$ cat config.mk
export PLATFORM = sky130hd
export DESIGN_NAME = csd_decoder
export DESIGN_NICKNAME = d
export VERILOG_FILES = /design/src/hdl/csd_pkg.sv /design/src/hdl/csd_decoder.sv /design/src/hdl/csd_channel_match.sv
export SDC_FILE = /design/constraint.sdc
export NUM_CORES = 1
export LEC_CHECK = 0
export BUFFER_PORTS_ARGS = -buffer_cell sky130_fd_sc_hd__buf_2
export CAP_MARGIN = 10
export CORE_MARGIN = 2
export CORE_UTILIZATION = 30
export DETAILED_ROUTE_END_ITERATION = 10
export PLACE_DENSITY = 0.52
export SLEW_MARGIN = 15
export SYNTH_ARGS = -nofsm -noshare
export SYNTH_HDL_FRONTEND = slang
export SYNTH_SLANG_ARGS = --single-unit
$ cat constraint.sdc
create_clock -name clk_i -period 3.3 [get_ports clk_i]
set_input_delay 0.495 -clock clk_i [delete_from_list [all_inputs] [get_ports clk_i]]
set_output_delay 0.495 -clock clk_i [all_outputs]
set_load 0.01 [all_outputs]
$ cat src/hdl/csd_pkg.sv
// package: register map, field positions, reset values and modes for the chip-select decoder
package csd_pkg;

  localparam int unsigned NUM_CH     = 4;
  localparam int unsigned ADDR_W     = 24;
  localparam int unsigned REG_ADDR_W = 8;

  // register byte addresses (one byte register per address on the plain port)
  localparam logic [7:0] RANGE_LOW_CH0  = 8'ha8;
  localparam logic [7:0] RANGE_HIGH_CH0 = 8'ha9;
  localparam logic [7:0] SEL_CTRL_CH0   = 8'haa;
  localparam logic [7:0] RANGE_LOW_CH1  = 8'hab;
  localparam logic [7:0] RANGE_HIGH_CH1 = 8'hac;
  localparam logic [7:0] SEL_CTRL_CH1   = 8'had;
  localparam logic [7:0] RANGE_LOW_CH2  = 8'hae;
  localparam logic [7:0] RANGE_HIGH_CH2 = 8'haf;
  localparam logic [7:0] SEL_CTRL_CH2   = 8'hb0;
  localparam logic [7:0] RANGE_LOW_CH3  = 8'hb1;
  localparam logic [7:0] RANGE_HIGH_CH3 = 8'hb2;
  localparam logic [7:0] SEL_CTRL_CH3   = 8'hb3;
  localparam logic [7:0] BUS_MODE_CH0   = 8'hf0;
  localparam logic [7:0] BUS_MODE_CH1   = 8'hf1;
  localparam logic [7:0] BUS_MODE_CH2   = 8'hf2;
  localparam logic [7:0] BUS_MODE_CH3   = 8'hf3;

  // field positions
  localparam int unsigned IO_SPACE_BIT   = 4;
  localparam int unsigned SEL_ENABLE_BIT = 3;
  localparam int unsigned MODE_LSB       = 6;
  localparam int unsigned CTRL_RW_LSB    = 3;

  // reset values
  localparam logic [7:0] RANGE_LOW_RST   = 8'h00;
  localparam logic [7:0] RANGE_HIGH0_RST = 8'hff;
  localparam logic [7:0] RANGE_HIGH_RST  = 8'h00;
  localparam logic [7:0] CTRL0_RST       = 8'he8;
  localparam logic [7:0] CTRL_RST        = 8'h00;
  localparam logic [7:0] MODE_REG_RST    = 8'h02;

  // writable masks (reserved bits read zero)
  localparam logic [7:0] CTRL_WMASK = 8'hf8;
  localparam logic [7:0] MODE_WMASK = 8'hef;

  // extra cycle added on a mode switch
  localparam logic [1:0] SWITCH_CYCLES = 2'h1;

  typedef enum logic [1:0] {
    CSD_MODE_NATIVE = 2'b00,
    CSD_MODE_LEGACY = 2'b01,
    CSD_MODE_RWSTB  = 2'b10,
    CSD_MODE_ADSTB  = 2'b11
  } csd_mode_e;

endpackage : csd_pkg

$ cat src/hdl/csd_decoder.sv
// chip-select range decoder top: registers, per-channel decode and mode-switch cycle
`timescale 1ns/10ps

module csd_decoder (
  // clock and reset
  input  wire logic                           clk_i,
  input  wire logic                           rstn_i,
  // register port
  input  wire logic [csd_pkg::REG_ADDR_W-1:0] reg_addr_i,
  input  wire logic [7:0]                     reg_wdata_i,
  input  wire logic                           reg_wr_i,
  input  wire logic                           reg_rd_i,
  output logic      [7:0]                     reg_rdata_o,
  // access request from the bus master
  input  wire logic                           acc_valid_i,
  input  wire logic [csd_pkg::ADDR_W-1:0]     acc_addr_i,
  input  wire logic                           acc_io_i,
  // decode results
  output logic      [csd_pkg::NUM_CH-1:0]     mem_sel_o,
  output logic      [csd_pkg::NUM_CH-1:0]     io_sel_o,
  output logic      [1:0]                     acc_mode_o,
  output logic                                acc_hit_o,
  output logic                                acc_done_o,
  output logic                                switch_cycle_o
);

  import csd_pkg::*;

  // =========================================================
  // state
  typedef struct packed {
    logic [NUM_CH-1:0][7:0] low;
    logic [NUM_CH-1:0][7:0] high;
    logic [NUM_CH-1:0][7:0] ctrl;
    logic [NUM_CH-1:0][7:0] mode;
    logic [7:0]             rdata;
    logic [NUM_CH-1:0]      mem_sel;
    logic [NUM_CH-1:0]      io_sel;
    logic [1:0]             acc_mode;
    logic                   acc_hit;
    logic                   acc_done;
    logic                   switch_cyc;
    logic [1:0]             prev_mode;
    logic                   pend;
    logic [1:0]             pend_cnt;
  } csd_state_s;

  csd_state_s s_q;
  csd_state_s s_d;

  // =========================================================
  // per-channel comparators
  logic [NUM_CH-1:0] mem_hit;
  logic [NUM_CH-1:0] io_hit;
  logic [NUM_CH-1:0]      ch_hit;
  logic [NUM_CH-1:0][1:0] ch_mode;

  genvar g;
  generate
    for (g = 0; g < NUM_CH; g++) begin : g_ch
      csd_channel_match u_match (
        .addr_i            (acc_addr_i),
        .range_low_byte_i  (s_q.low[g]),
        .range_high_byte_i (s_q.high[g]),
        .io_space_select_i (s_q.ctrl[g][IO_SPACE_BIT]),
        .select_enable_i   (s_q.ctrl[g][SEL_ENABLE_BIT]),
        .mem_hit_o         (mem_hit[g]),
        .io_hit_o          (io_hit[g])
      );
      // access type picks which comparator counts
      assign ch_hit[g]  = acc_io_i ? io_hit[g] : mem_hit[g];
      assign ch_mode[g] = s_q.mode[g][MODE_LSB +: 2];
    end
  endgenerate

  // =========================================================
  // register address lookup
  typedef enum logic [1:0] {
    CSD_KIND_LOW,
    CSD_KIND_HIGH,
    CSD_KIND_CTRL,
    CSD_KIND_MODE
  } csd_kind_e;

  typedef struct packed {
    logic       valid;
    csd_kind_e  kind;
    logic [1:0] ch;
    logic [7:0] wmask;
  } csd_regsel_s;

  // one entry per address, so the map never leans on address ordering
  function automatic csd_regsel_s reg_lookup(input logic [7:0] a);
    csd_regsel_s r;
    r = '0;
    unique case (a)
      RANGE_LOW_CH0: begin
        r.valid = 1'b1;
        r.kind  = CSD_KIND_LOW;
        r.ch    = 2'h0;
        r.wmask = 8'hff;
      end
      RANGE_HIGH_CH0: begin
        r.valid = 1'b1;
        r.kind  = CSD_KIND_HIGH;
        r.ch    = 2'h0;
        r.wmask = 8'hff;
      end
      SEL_CTRL_CH0: begin
        r.valid = 1'b1;
        r.kind  = CSD_KIND_CTRL;
        r.ch    = 2'h0;
        r.wmask = CTRL_WMASK;
      end
      RANGE_LOW_CH1: begin
        r.valid = 1'b1;
        r.kind  = CSD_KIND_LOW;
        r.ch    = 2'h1;
        r.wmask = 8'hff;
      end
      RANGE_HIGH_CH1: begin
        r.valid = 1'b1;
        r.kind  = CSD_KIND_HIGH;
        r.ch    = 2'h1;
        r.wmask = 8'hff;
      end
      SEL_CTRL_CH1: begin
        r.valid = 1'b1;
        r.kind  = CSD_KIND_CTRL;
        r.ch    = 2'h1;
        r.wmask = CTRL_WMASK;
      end
      RANGE_LOW_CH2: begin
        r.valid = 1'b1;
        r.kind  = CSD_KIND_LOW;
        r.ch    = 2'h2;
        r.wmask = 8'hff;
      end
      RANGE_HIGH_CH2: begin
        r.valid = 1'b1;
        r.kind  = CSD_KIND_HIGH;
        r.ch    = 2'h2;
        r.wmask = 8'hff;
      end
      SEL_CTRL_CH2: begin
        r.valid = 1'b1;
        r.kind  = CSD_KIND_CTRL;
        r.ch    = 2'h2;
        r.wmask = CTRL_WMASK;
      end
      RANGE_LOW_CH3: begin
        r.valid = 1'b1;
        r.kind  = CSD_KIND_LOW;
        r.ch    = 2'h3;
        r.wmask = 8'hff;
      end
      RANGE_HIGH_CH3: begin
        r.valid = 1'b1;
        r.kind  = CSD_KIND_HIGH;
        r.ch    = 2'h3;
        r.wmask = 8'hff;
      end
      SEL_CTRL_CH3: begin
        r.valid = 1'b1;
        r.kind  = CSD_KIND_CTRL;
        r.ch    = 2'h3;
        r.wmask = CTRL_WMASK;
      end
      BUS_MODE_CH0: begin
        r.valid = 1'b1;
        r.kind  = CSD_KIND_MODE;
        r.ch    = 2'h0;
        r.wmask = MODE_WMASK;
      end
      BUS_MODE_CH1: begin
        r.valid = 1'b1;
        r.kind  = CSD_KIND_MODE;
        r.ch    = 2'h1;
        r.wmask = MODE_WMASK;
      end
      BUS_MODE_CH2: begin
        r.valid = 1'b1;
        r.kind  = CSD_KIND_MODE;
        r.ch    = 2'h2;
        r.wmask = MODE_WMASK;
      end
      BUS_MODE_CH3: begin
        r.valid = 1'b1;
        r.kind  = CSD_KIND_MODE;
        r.ch    = 2'h3;
        r.wmask = MODE_WMASK;
      end
      default: begin
        r.valid = 1'b0;
        r.kind  = CSD_KIND_LOW;
        r.ch    = 2'h0;
        r.wmask = 8'h00;
      end
    endcase
    return r;
  endfunction : reg_lookup

  // =========================================================
  // next state
  csd_regsel_s       rsel;
  logic [NUM_CH-1:0] hit_vec;
  logic [1:0]        new_mode;
  logic              new_is_strobe;
  logic              mode_changed;
  logic              prev_not_legacy;
  logic              need_switch;
  logic              any_hit;

  always_comb begin
    s_d         = s_q;
    rsel        = reg_lookup(reg_addr_i);
    hit_vec     = '0;
    new_mode    = CSD_MODE_NATIVE;
    need_switch = 1'b0;
    any_hit     = 1'b0;

    // register writes
    if (reg_wr_i && rsel.valid) begin
      unique case (rsel.kind)
        CSD_KIND_LOW:  s_d.low[rsel.ch]  = reg_wdata_i & rsel.wmask;
        CSD_KIND_HIGH: s_d.high[rsel.ch] = reg_wdata_i & rsel.wmask;
        CSD_KIND_CTRL: s_d.ctrl[rsel.ch] = reg_wdata_i & rsel.wmask;
        CSD_KIND_MODE: s_d.mode[rsel.ch] = reg_wdata_i & rsel.wmask;
      endcase
    end

    // register reads: data in the next cycle only, unmapped reads zero
    s_d.rdata = 8'h00;
    if (reg_rd_i && rsel.valid) begin
      unique case (rsel.kind)
        CSD_KIND_LOW:  s_d.rdata = s_q.low[rsel.ch];
        CSD_KIND_HIGH: s_d.rdata = s_q.high[rsel.ch];
        CSD_KIND_CTRL: s_d.rdata = s_q.ctrl[rsel.ch];
        CSD_KIND_MODE: s_d.rdata = s_q.mode[rsel.ch];
      endcase
    end

    // decode defaults: selects answer an access for one cycle, or two when a switch cycle holds them
    s_d.mem_sel    = '0;
    s_d.io_sel     = '0;
    s_d.acc_hit    = 1'b0;
    s_d.acc_done   = 1'b0;
    s_d.switch_cyc = 1'b0;

    // lowest channel wins when windows overlap
    for (int i = NUM_CH - 1; i >= 0; i--) begin
      if (ch_hit[i]) begin
        hit_vec  = '0;
        hit_vec[i] = 1'b1;
        new_mode = ch_mode[i];
      end
    end
    any_hit = |hit_vec;

    // only strobe styles pay the switch cycle, and only on a real change
    new_is_strobe   = (new_mode == CSD_MODE_RWSTB) | (new_mode == CSD_MODE_ADSTB);
    mode_changed    = (new_mode != s_q.prev_mode);
    prev_not_legacy = (s_q.prev_mode != CSD_MODE_LEGACY);
    need_switch     = any_hit & new_is_strobe & mode_changed & prev_not_legacy;

    if (s_q.pend) begin
      // extra cycle running: hold the selects, finish when count drains
      s_d.switch_cyc = 1'b0;
      s_d.pend_cnt   = s_q.pend_cnt - 2'h1;
      if (s_q.pend_cnt == 2'h1) begin
        s_d.pend     = 1'b0;
        s_d.acc_done = 1'b1;
      end
      s_d.mem_sel = s_q.mem_sel;
      s_d.io_sel  = s_q.io_sel;
      s_d.acc_hit = s_q.acc_hit;
    end else if (acc_valid_i) begin
      s_d.mem_sel  = acc_io_i ? '0 : hit_vec;
      s_d.io_sel   = acc_io_i ? hit_vec : '0;
      s_d.acc_hit  = any_hit;
      s_d.acc_mode = any_hit ? new_mode : CSD_MODE_NATIVE;
      if (any_hit) begin
        s_d.prev_mode = new_mode;
      end
      if (need_switch) begin
        s_d.switch_cyc = 1'b1;
        s_d.pend       = 1'b1;
        s_d.pend_cnt   = SWITCH_CYCLES;
      end else begin
        s_d.acc_done = 1'b1;
      end
    end

    // synchronous reset
    if (!rstn_i) begin
      for (int i = 0; i < NUM_CH; i++) begin
        s_d.low[i]  = RANGE_LOW_RST;
        s_d.high[i] = (i == 0) ? RANGE_HIGH0_RST : RANGE_HIGH_RST;
        s_d.ctrl[i] = (i == 0) ? CTRL0_RST : CTRL_RST;
        s_d.mode[i] = MODE_REG_RST;
      end
      s_d.rdata      = 8'h00;
      s_d.mem_sel    = '0;
      s_d.io_sel     = '0;
      s_d.acc_mode   = CSD_MODE_NATIVE;
      s_d.acc_hit    = 1'b0;
      s_d.acc_done   = 1'b0;
      s_d.switch_cyc = 1'b0;
      s_d.prev_mode  = CSD_MODE_NATIVE;
      s_d.pend       = 1'b0;
      s_d.pend_cnt   = 2'h0;
    end
  end

  always_ff @(posedge clk_i) begin
    s_q <= s_d;
  end

  // =========================================================
  // outputs
  assign reg_rdata_o    = s_q.rdata;
  assign mem_sel_o      = s_q.mem_sel;
  assign io_sel_o       = s_q.io_sel;
  assign acc_mode_o     = s_q.acc_mode;
  assign acc_hit_o      = s_q.acc_hit;
  assign acc_done_o     = s_q.acc_done;
  assign switch_cycle_o = s_q.switch_cyc;

endmodule : csd_decoder

$ cat src/hdl/csd_channel_match.sv
// one channel's address comparator for memory or i/o select
`timescale 1ns/10ps
module csd_channel_match (
  // address
  input  wire logic [csd_pkg::ADDR_W-1:0] addr_i,
  // channel configuration
  input  wire logic [7:0]                 range_low_byte_i,
  input  wire logic [7:0]                 range_high_byte_i,
  input  wire logic                       io_space_select_i,
  input  wire logic                       select_enable_i,
  // decision
  output logic                            mem_hit_o,
  output logic                            io_hit_o
);

  import csd_pkg::*;

  logic [7:0] top_byte;
  logic [7:0] mid_byte;

  assign top_byte  = addr_i[23:16];
  assign mid_byte  = addr_i[15:8];
  // memory window inclusive on both ends, upper bound unused for i/o
  assign mem_hit_o = select_enable_i & ~io_space_select_i
                   & (top_byte >= range_low_byte_i)
                   & (top_byte <= range_high_byte_i);
  assign io_hit_o  = select_enable_i & io_space_select_i
                   & (mid_byte == range_low_byte_i);

endmodule : csd_channel_match

# Word level (Yosys, flattened, before mapping)
# Cells that the tools add are included.
# word_totals
register_bits	154
mem_count	0
mem_bits_rw	0
rom_bits	0
latchBits	0
elab_cells	153
input_bits	46
# classes
n_eq_ne	28
n_reduce_logical	16
shifts	0
div_mod_pow	0
magnitude_cmp	10
n_bitwise	32
n_mul	0
addsub	1
muxes	40
# ops
op	n
$pmux W13 S16	1
$bwmux W32	4
$eq A8 B8 Y1 const B	16
$bmux W8 S2	4
$mux W8	5
$eq A8 B8 Y1	4
$ge A8 B8 Y1	4
$le A8 B8 Y1	4
$pmux W8 S4	1
$mux W4	6
$and A1 B1 Y1	23
$mux W18	1
$demux W8 S2	1
$mux W2	7
$reduce_and A2 Y1	7
$and A8 B8 Y8	1
$eq A2 B2 Y1 const B	4
$mux W1	8
$not A1 Y1	7
$mux W3	2
$eq A2 B1 Y1 const B	2
$reduce_bool A2 Y1	2
$reduce_or A4 Y1	1
$logic_and A1 B1 Y1	3
9 further kinds	9

# Depth between registers and ports, before layout
# depth
depth_word	17
depth_mapped	11

# Hierarchy
# A second synthesis with hierarchy kept.
# hier_totals
hier_cells	1013
hier_area_um2	9212.6
# modules_own_cells
module	cells_per_inst	n_inst	area_each_um2	seq_area_each_um2
csd_decoder	753	1	7250.7	3083.0
csd_channel_match	65	4	490.5	0.0

# Least setup slack after synthesis
# No wires, ideal clock.
# synth_timing
kind	input to register
startpoint	input port acc_addr_i[16] in the netlist's numbering
endpoint	register s_q[0] in the netlist's numbering
slack_ns	0.414
cell_stages	11
arrival_time_ns	2.826
path_buffers	0
setup_ns	0.060
cell_sequence	inv_1 ha_1 nand2b_1 a2111oi_0 o31a_1 nor4_2 nor4b_4 and4_4 nor3_1 nor4b_2 a41o_1
# synth_between
elab_chain_len	15
# synth_lines
element	line	text
start, declared	csd_decoder.sv:16	input wire logic [csd_pkg::ADDR_W-1:0] acc_addr_i,
$ge A8 B8 Y1	csd_channel_match.sv:25	& (top_byte >= range_low_byte_i)
$and A1 B1 Y1	csd_channel_match.sv:25	
$and A1 B1 Y1	csd_channel_match.sv:26	& (top_byte <= range_high_byte_i);
$mux W1	csd_decoder.sv:71	assign ch_hit[g] = acc_io_i ? io_hit[g] : mem_hit[g];
$mux W2 (4 in a row)	csd_decoder.sv:252	if (ch_hit[i]) begin
$eq A2 B2 Y1	csd_decoder.sv:261	new_is_strobe = (new_mode == CSD_MODE_RWSTB) | (new_mode == CSD_MODE_ADSTB);
$or A1 B1 Y1	csd_decoder.sv:261	
$and A1 B1 Y1	csd_decoder.sv:264	need_switch = any_hit & new_is_strobe & mode_changed & prev_not_legacy;
$and A1 B1 Y1 (*) (2 in a row)	csd_decoder.sv:264	
$reduce_bool A2 Y1 (no line) (*)	-	
$reduce_and A2 Y1 (no line) (*)	-	
end signal, assigned	csd_decoder.sv:316	s_q <= s_d;
end, declared	csd_decoder.sv:48	csd_state_s s_q;
# Every way passes the cells marked *; elsewhere a longest branch is shown, timed or not.
# A chain may end at the register's enable or synchronous reset.

# Worst setup path in the final report
# layout_timing
startpoint	register s_q[105] in the netlist's numbering
endpoint	register s_q[0] in the netlist's numbering
# layout_between
elab_chain_len	12
# layout_lines
element	line
$le A8 B8 Y1 (*)	csd_channel_match.sv:26
$and A1 B1 Y1 (*)	csd_channel_match.sv:26
$mux W1 (*)	csd_decoder.sv:71
$mux W2 (2 in a row)	csd_decoder.sv:252
$eq A2 B2 Y1	csd_decoder.sv:261
$or A1 B1 Y1	csd_decoder.sv:261
$and A1 B1 Y1	csd_decoder.sv:264
$and A1 B1 Y1 (*) (2 in a row)	csd_decoder.sv:264
$reduce_bool A2 Y1 (no line) (*)	-
$reduce_and A2 Y1 (no line) (*)	-
# Marked as above.

==> impl_metrics.py <==
metrics = {
    "sta": {
        "relSlewSlack": 0.508,
        "slew_viol_final": 0,
        "timing.final.crit_period_ns": 3.07,
        "fin_crit_sh": 0.929,
        "report.final.setup_viol": 0,
        "hold_viol_final": 0,
        "clock_skew_ns": 0.00864,
        "rsz0062_at_grt": "false",
        "layout_setup_ws_ns": 0.234,
        "fmax_mhz": 326,
        "setup_tns_ns": 0,
        "tightest_slew_ns": 0.738,
    },
    "global_route": {
        "track_usage": 0.175,
        "gr-total-overflow": 0,
        "grt_pass1_vias": 7584,
        "grt_max_degree": 55,
        "grt_pass1_wl_um": 44600,
        "antenna_found_initial": 0,
    },
    "clock_tree": {
        "cts-resized-gates": 0,
        "cts_hold_buf": 0,
        "htree_num_levels": 4,
        "clock_latency_ns": 0.43,
        "cts_buffers": 17,
        "cts_setup_buffers": 0,
        "cts_buffer_depth": 2,
        "cts.clk_slew.worst_paths_ns": 0.07,
        "cts_tree": "built",
        "clock_sinks": 154,
        "root_buffer": "clkbuf_16",
    },
    "run": {
        "maxCapViolCount": 0,
    },
    "floorplanning": {
        "core_sq_mm": 0.0313,
        "die_w_um": 182,
        "die_y_um": 182,
        "io_pins": 67,
        "start_util": 0.303,
        "row_count": 65,
        "dieArea_sq_mm": 0.0330,
    },
    "synth": {
        "synth-simple-area-share": 0.230,
        "synth_edf_count": 0,
        "synth_top_family_by_area": "simple AND/OR/NAND/NOR gates",
        "netlist_instances": 1117,
        "synth_ff_type": "dfxtp_1",
        "synthMuxAreaShare": 0.101,
        "synth_seq_area_share": 0.325,
        "synth_top_area_share": 0.325,
        "syn_nets": 1228,
        "synthesis.area_sq_mm": 0.00947,
        "yosys.area.top_type": "dfxtp_1",
        "syn_area_per_cell_sq_um": 8.48,
        "async_flop_share": 0,
        "synth_compound_area_frac": 0.150,
        "ys_warn_count": 0,
        "ys_ff_latch": 154,
        "synth.distinct_cells": 74,
        "synth_area_leaders": "dfxtp_1 (33%), mux2i_1 (9.7%), ha_1 (8.6%)",
        "synthAdderAreaFrac": 0.0858,
        "synthXorXnorAreaFrac": 0.0296,
    },
    "worst_setup_path": {
        "worst-endpoint-arrival_ns": 3.44,
        "r2r_cells": 12,
        "path_cells": "inv_1 -> ha_1 -> a21oi_1 -> o21ai_0 -> o21a_1 -> nor4_2 -> nor2_1 -> mux2i_1 -> a22o_1 -> nor4b_2 -> buf_4 -> a41o_1",
        "start_kind": "register",
        "path_class": "register to register",
        "rrSetupSlack_ns": 0.23,
        "slowest_stage": "nor4_2",
        "required_ns": 3.68,
        "crit_fanout": 5,
        "timing.rr.end": "s_q[0]",
        "worstSetupStartpoint": "s_q[105]",
        "max_stage_delay_ns": 0.63,
        "crit-reg2reg-launch": "s_q[105]",
        "crit_path_end_kind": "register",
    },
    "routing": {
        "dr.pass1.iters": 4,
        "viasPerCell": 5.03,
        "num_vias": 7967,
        "dr.first_iter.drc_count": 455,
        "wl_per_cell_um": 18.2,
        "drtAntennaViolNets": 0,
        "wl_um": 28900,
        "post-route-drc-count": 0,
    },
    "cells_and_area": {
        "area_growth_pct": 16.4,
        "fin_util": 0.352,
        "num-fill-cells": 3217,
        "antenna_cells": 0,
        "drive_gt1_frac": 0.158,
        "multi_input_area_sq_mm": 0.00567,
        "nNetsFinal": 1281,
        "final_cell_mix": "dfxtp_1 (154), nand2_1 (141), nor2b_1 (101)",
        "final_common_cell": "dfxtp_1",
        "register_area_sq_mm": 0.00308,
    },
    "placement": {
        "dpl_worst_slack_ns": -0.117,
        "gp_congestion": 0.907,
        "hpwl_um": 21200,
        "portBuffers": 58,
    },
    "worst_hold_path": {
        "holdPathStages": 3,
        "hp-start": "reg_wdata_i[7]",
        "holdPathEnd": "s_q[129]",
        "hp-class": "input pin to register",
    },
    "run_status": {
        "status": "completed",
    },
    "power_and_ir_drop": {
        "power_leakage_nw": 4.52,
        "vdd_drop_max_mv": 0.283,
        "powerDensity_mw_per_mm2": 401,
    },
}
## synthesized netlist by cell type, drive strengths merged (3+ instances only)
cell,instances
mux2i,92
nor2,34
a31oi,20
a21o,3
inv,69
dfxtp,154
a21oi,27
o211ai,25
nand2b,7
nor3,10
a21boi,18
and3,19
nand3b,3
mux2,3
a211oi,21
a22oi,12
o21ai,38
nand2,142
ha,65
nand4,20
o21a,6
and2,18
o22ai,4
nand3,34
a221oi,8
nor4b,5
clkbuf,46
a311oi,4
nor2b,101
buf,47
xnor2,31
## metrics by stage
stage,power (mW),area [sq um],instances,hold WS (ns)
2_1_floorplan,2.18,9470,1117,0.410
4_1_cts,4.47,11000,1585,0.347
5_1_grt,4.58,11000,1585,0.379
3_3_place_gp,2.33,10400,1553,0.419
6_report,4.43,11000,1585,0.355
3_5_place_dp,2.34,10400,1553,0.423
## area by class of cell
type,count,area share
Clock buffer,18,0.0398
Clock inverter,14,0.0180
Inverter,69,0.0235
Multi-Input combinational cell,801,0.514
Sequential cell,154,0.279
Tap cell,402,0.0456
Timing Repair Buffer,127,0.0792
## registers in the layout (all words and copies together) (netlist names)
register        flops
s_q               125
acc_hit_o           1
acc_done_o          1
reg_rdata_o         8
mem_sel_o           4
switch_cycle_o      1
io_sel_o            4
acc_mode_o          2
ch_mode             8
## worst max-delay path, delay by kind of cell, from the launching register on
kind	cells	cell delay, ns
and+or+nand+nor	3	1.08
AOI/OAI and AO/OA	5	0.82
DFF	1	0.37
adders and majority gates	1	0.30
buffers and inverters	2	0.23
muxes	1	0.20
## worst max-delay path by stage
| stage | end | slack, ns |
|---|---|---|
| 2_1_floorplan | s_q[0] | 0.41 |
| 3_3_place_gp | s_q[0] | -0.08 |
| 3_5_place_dp | s_q[0] | -0.12 |
| 4_1_cts | s_q[0] | 0.18 |
| 5_1_grt | s_q[0] | 0.02 |
| 6_report | s_q[0] | 0.23 |
## layer usage
layer | routed length [um] | track usage
met5 | 0 | 0
met4 | 580 | 0.0556
met3 | 1180 | 0.0231
met2 | 13800 | 0.299
met1 | 13300 | 0.230
## where the power goes
| part | switching (mW) | leakage (nW) | total (mW) | internal [mW] |
|---|---|---|---|---|
| Clock | 0.888 | 0.313 | 2.13 | 1.25 |
| Sequential | 0.0110 | 1.24 | 1.88 | 1.87 |
| Combinational | 0.246 | 2.96 | 0.414 | 0.168 |
## kinds of logic (layout without fill, tap and decap cells)
kind of cell | count (synthesis) | after routing
muxes | 95 | 95
AOI/OAI and AO/OA | 205 | 205
buffers and inverters | 162 | 228
and+or+nand+nor | 404 | 404
DFF | 154 | 154
adders and majority gates | 65 | 65
xor gates and xnor gates | 32 | 32
Power figures use the tool's default switching activity.
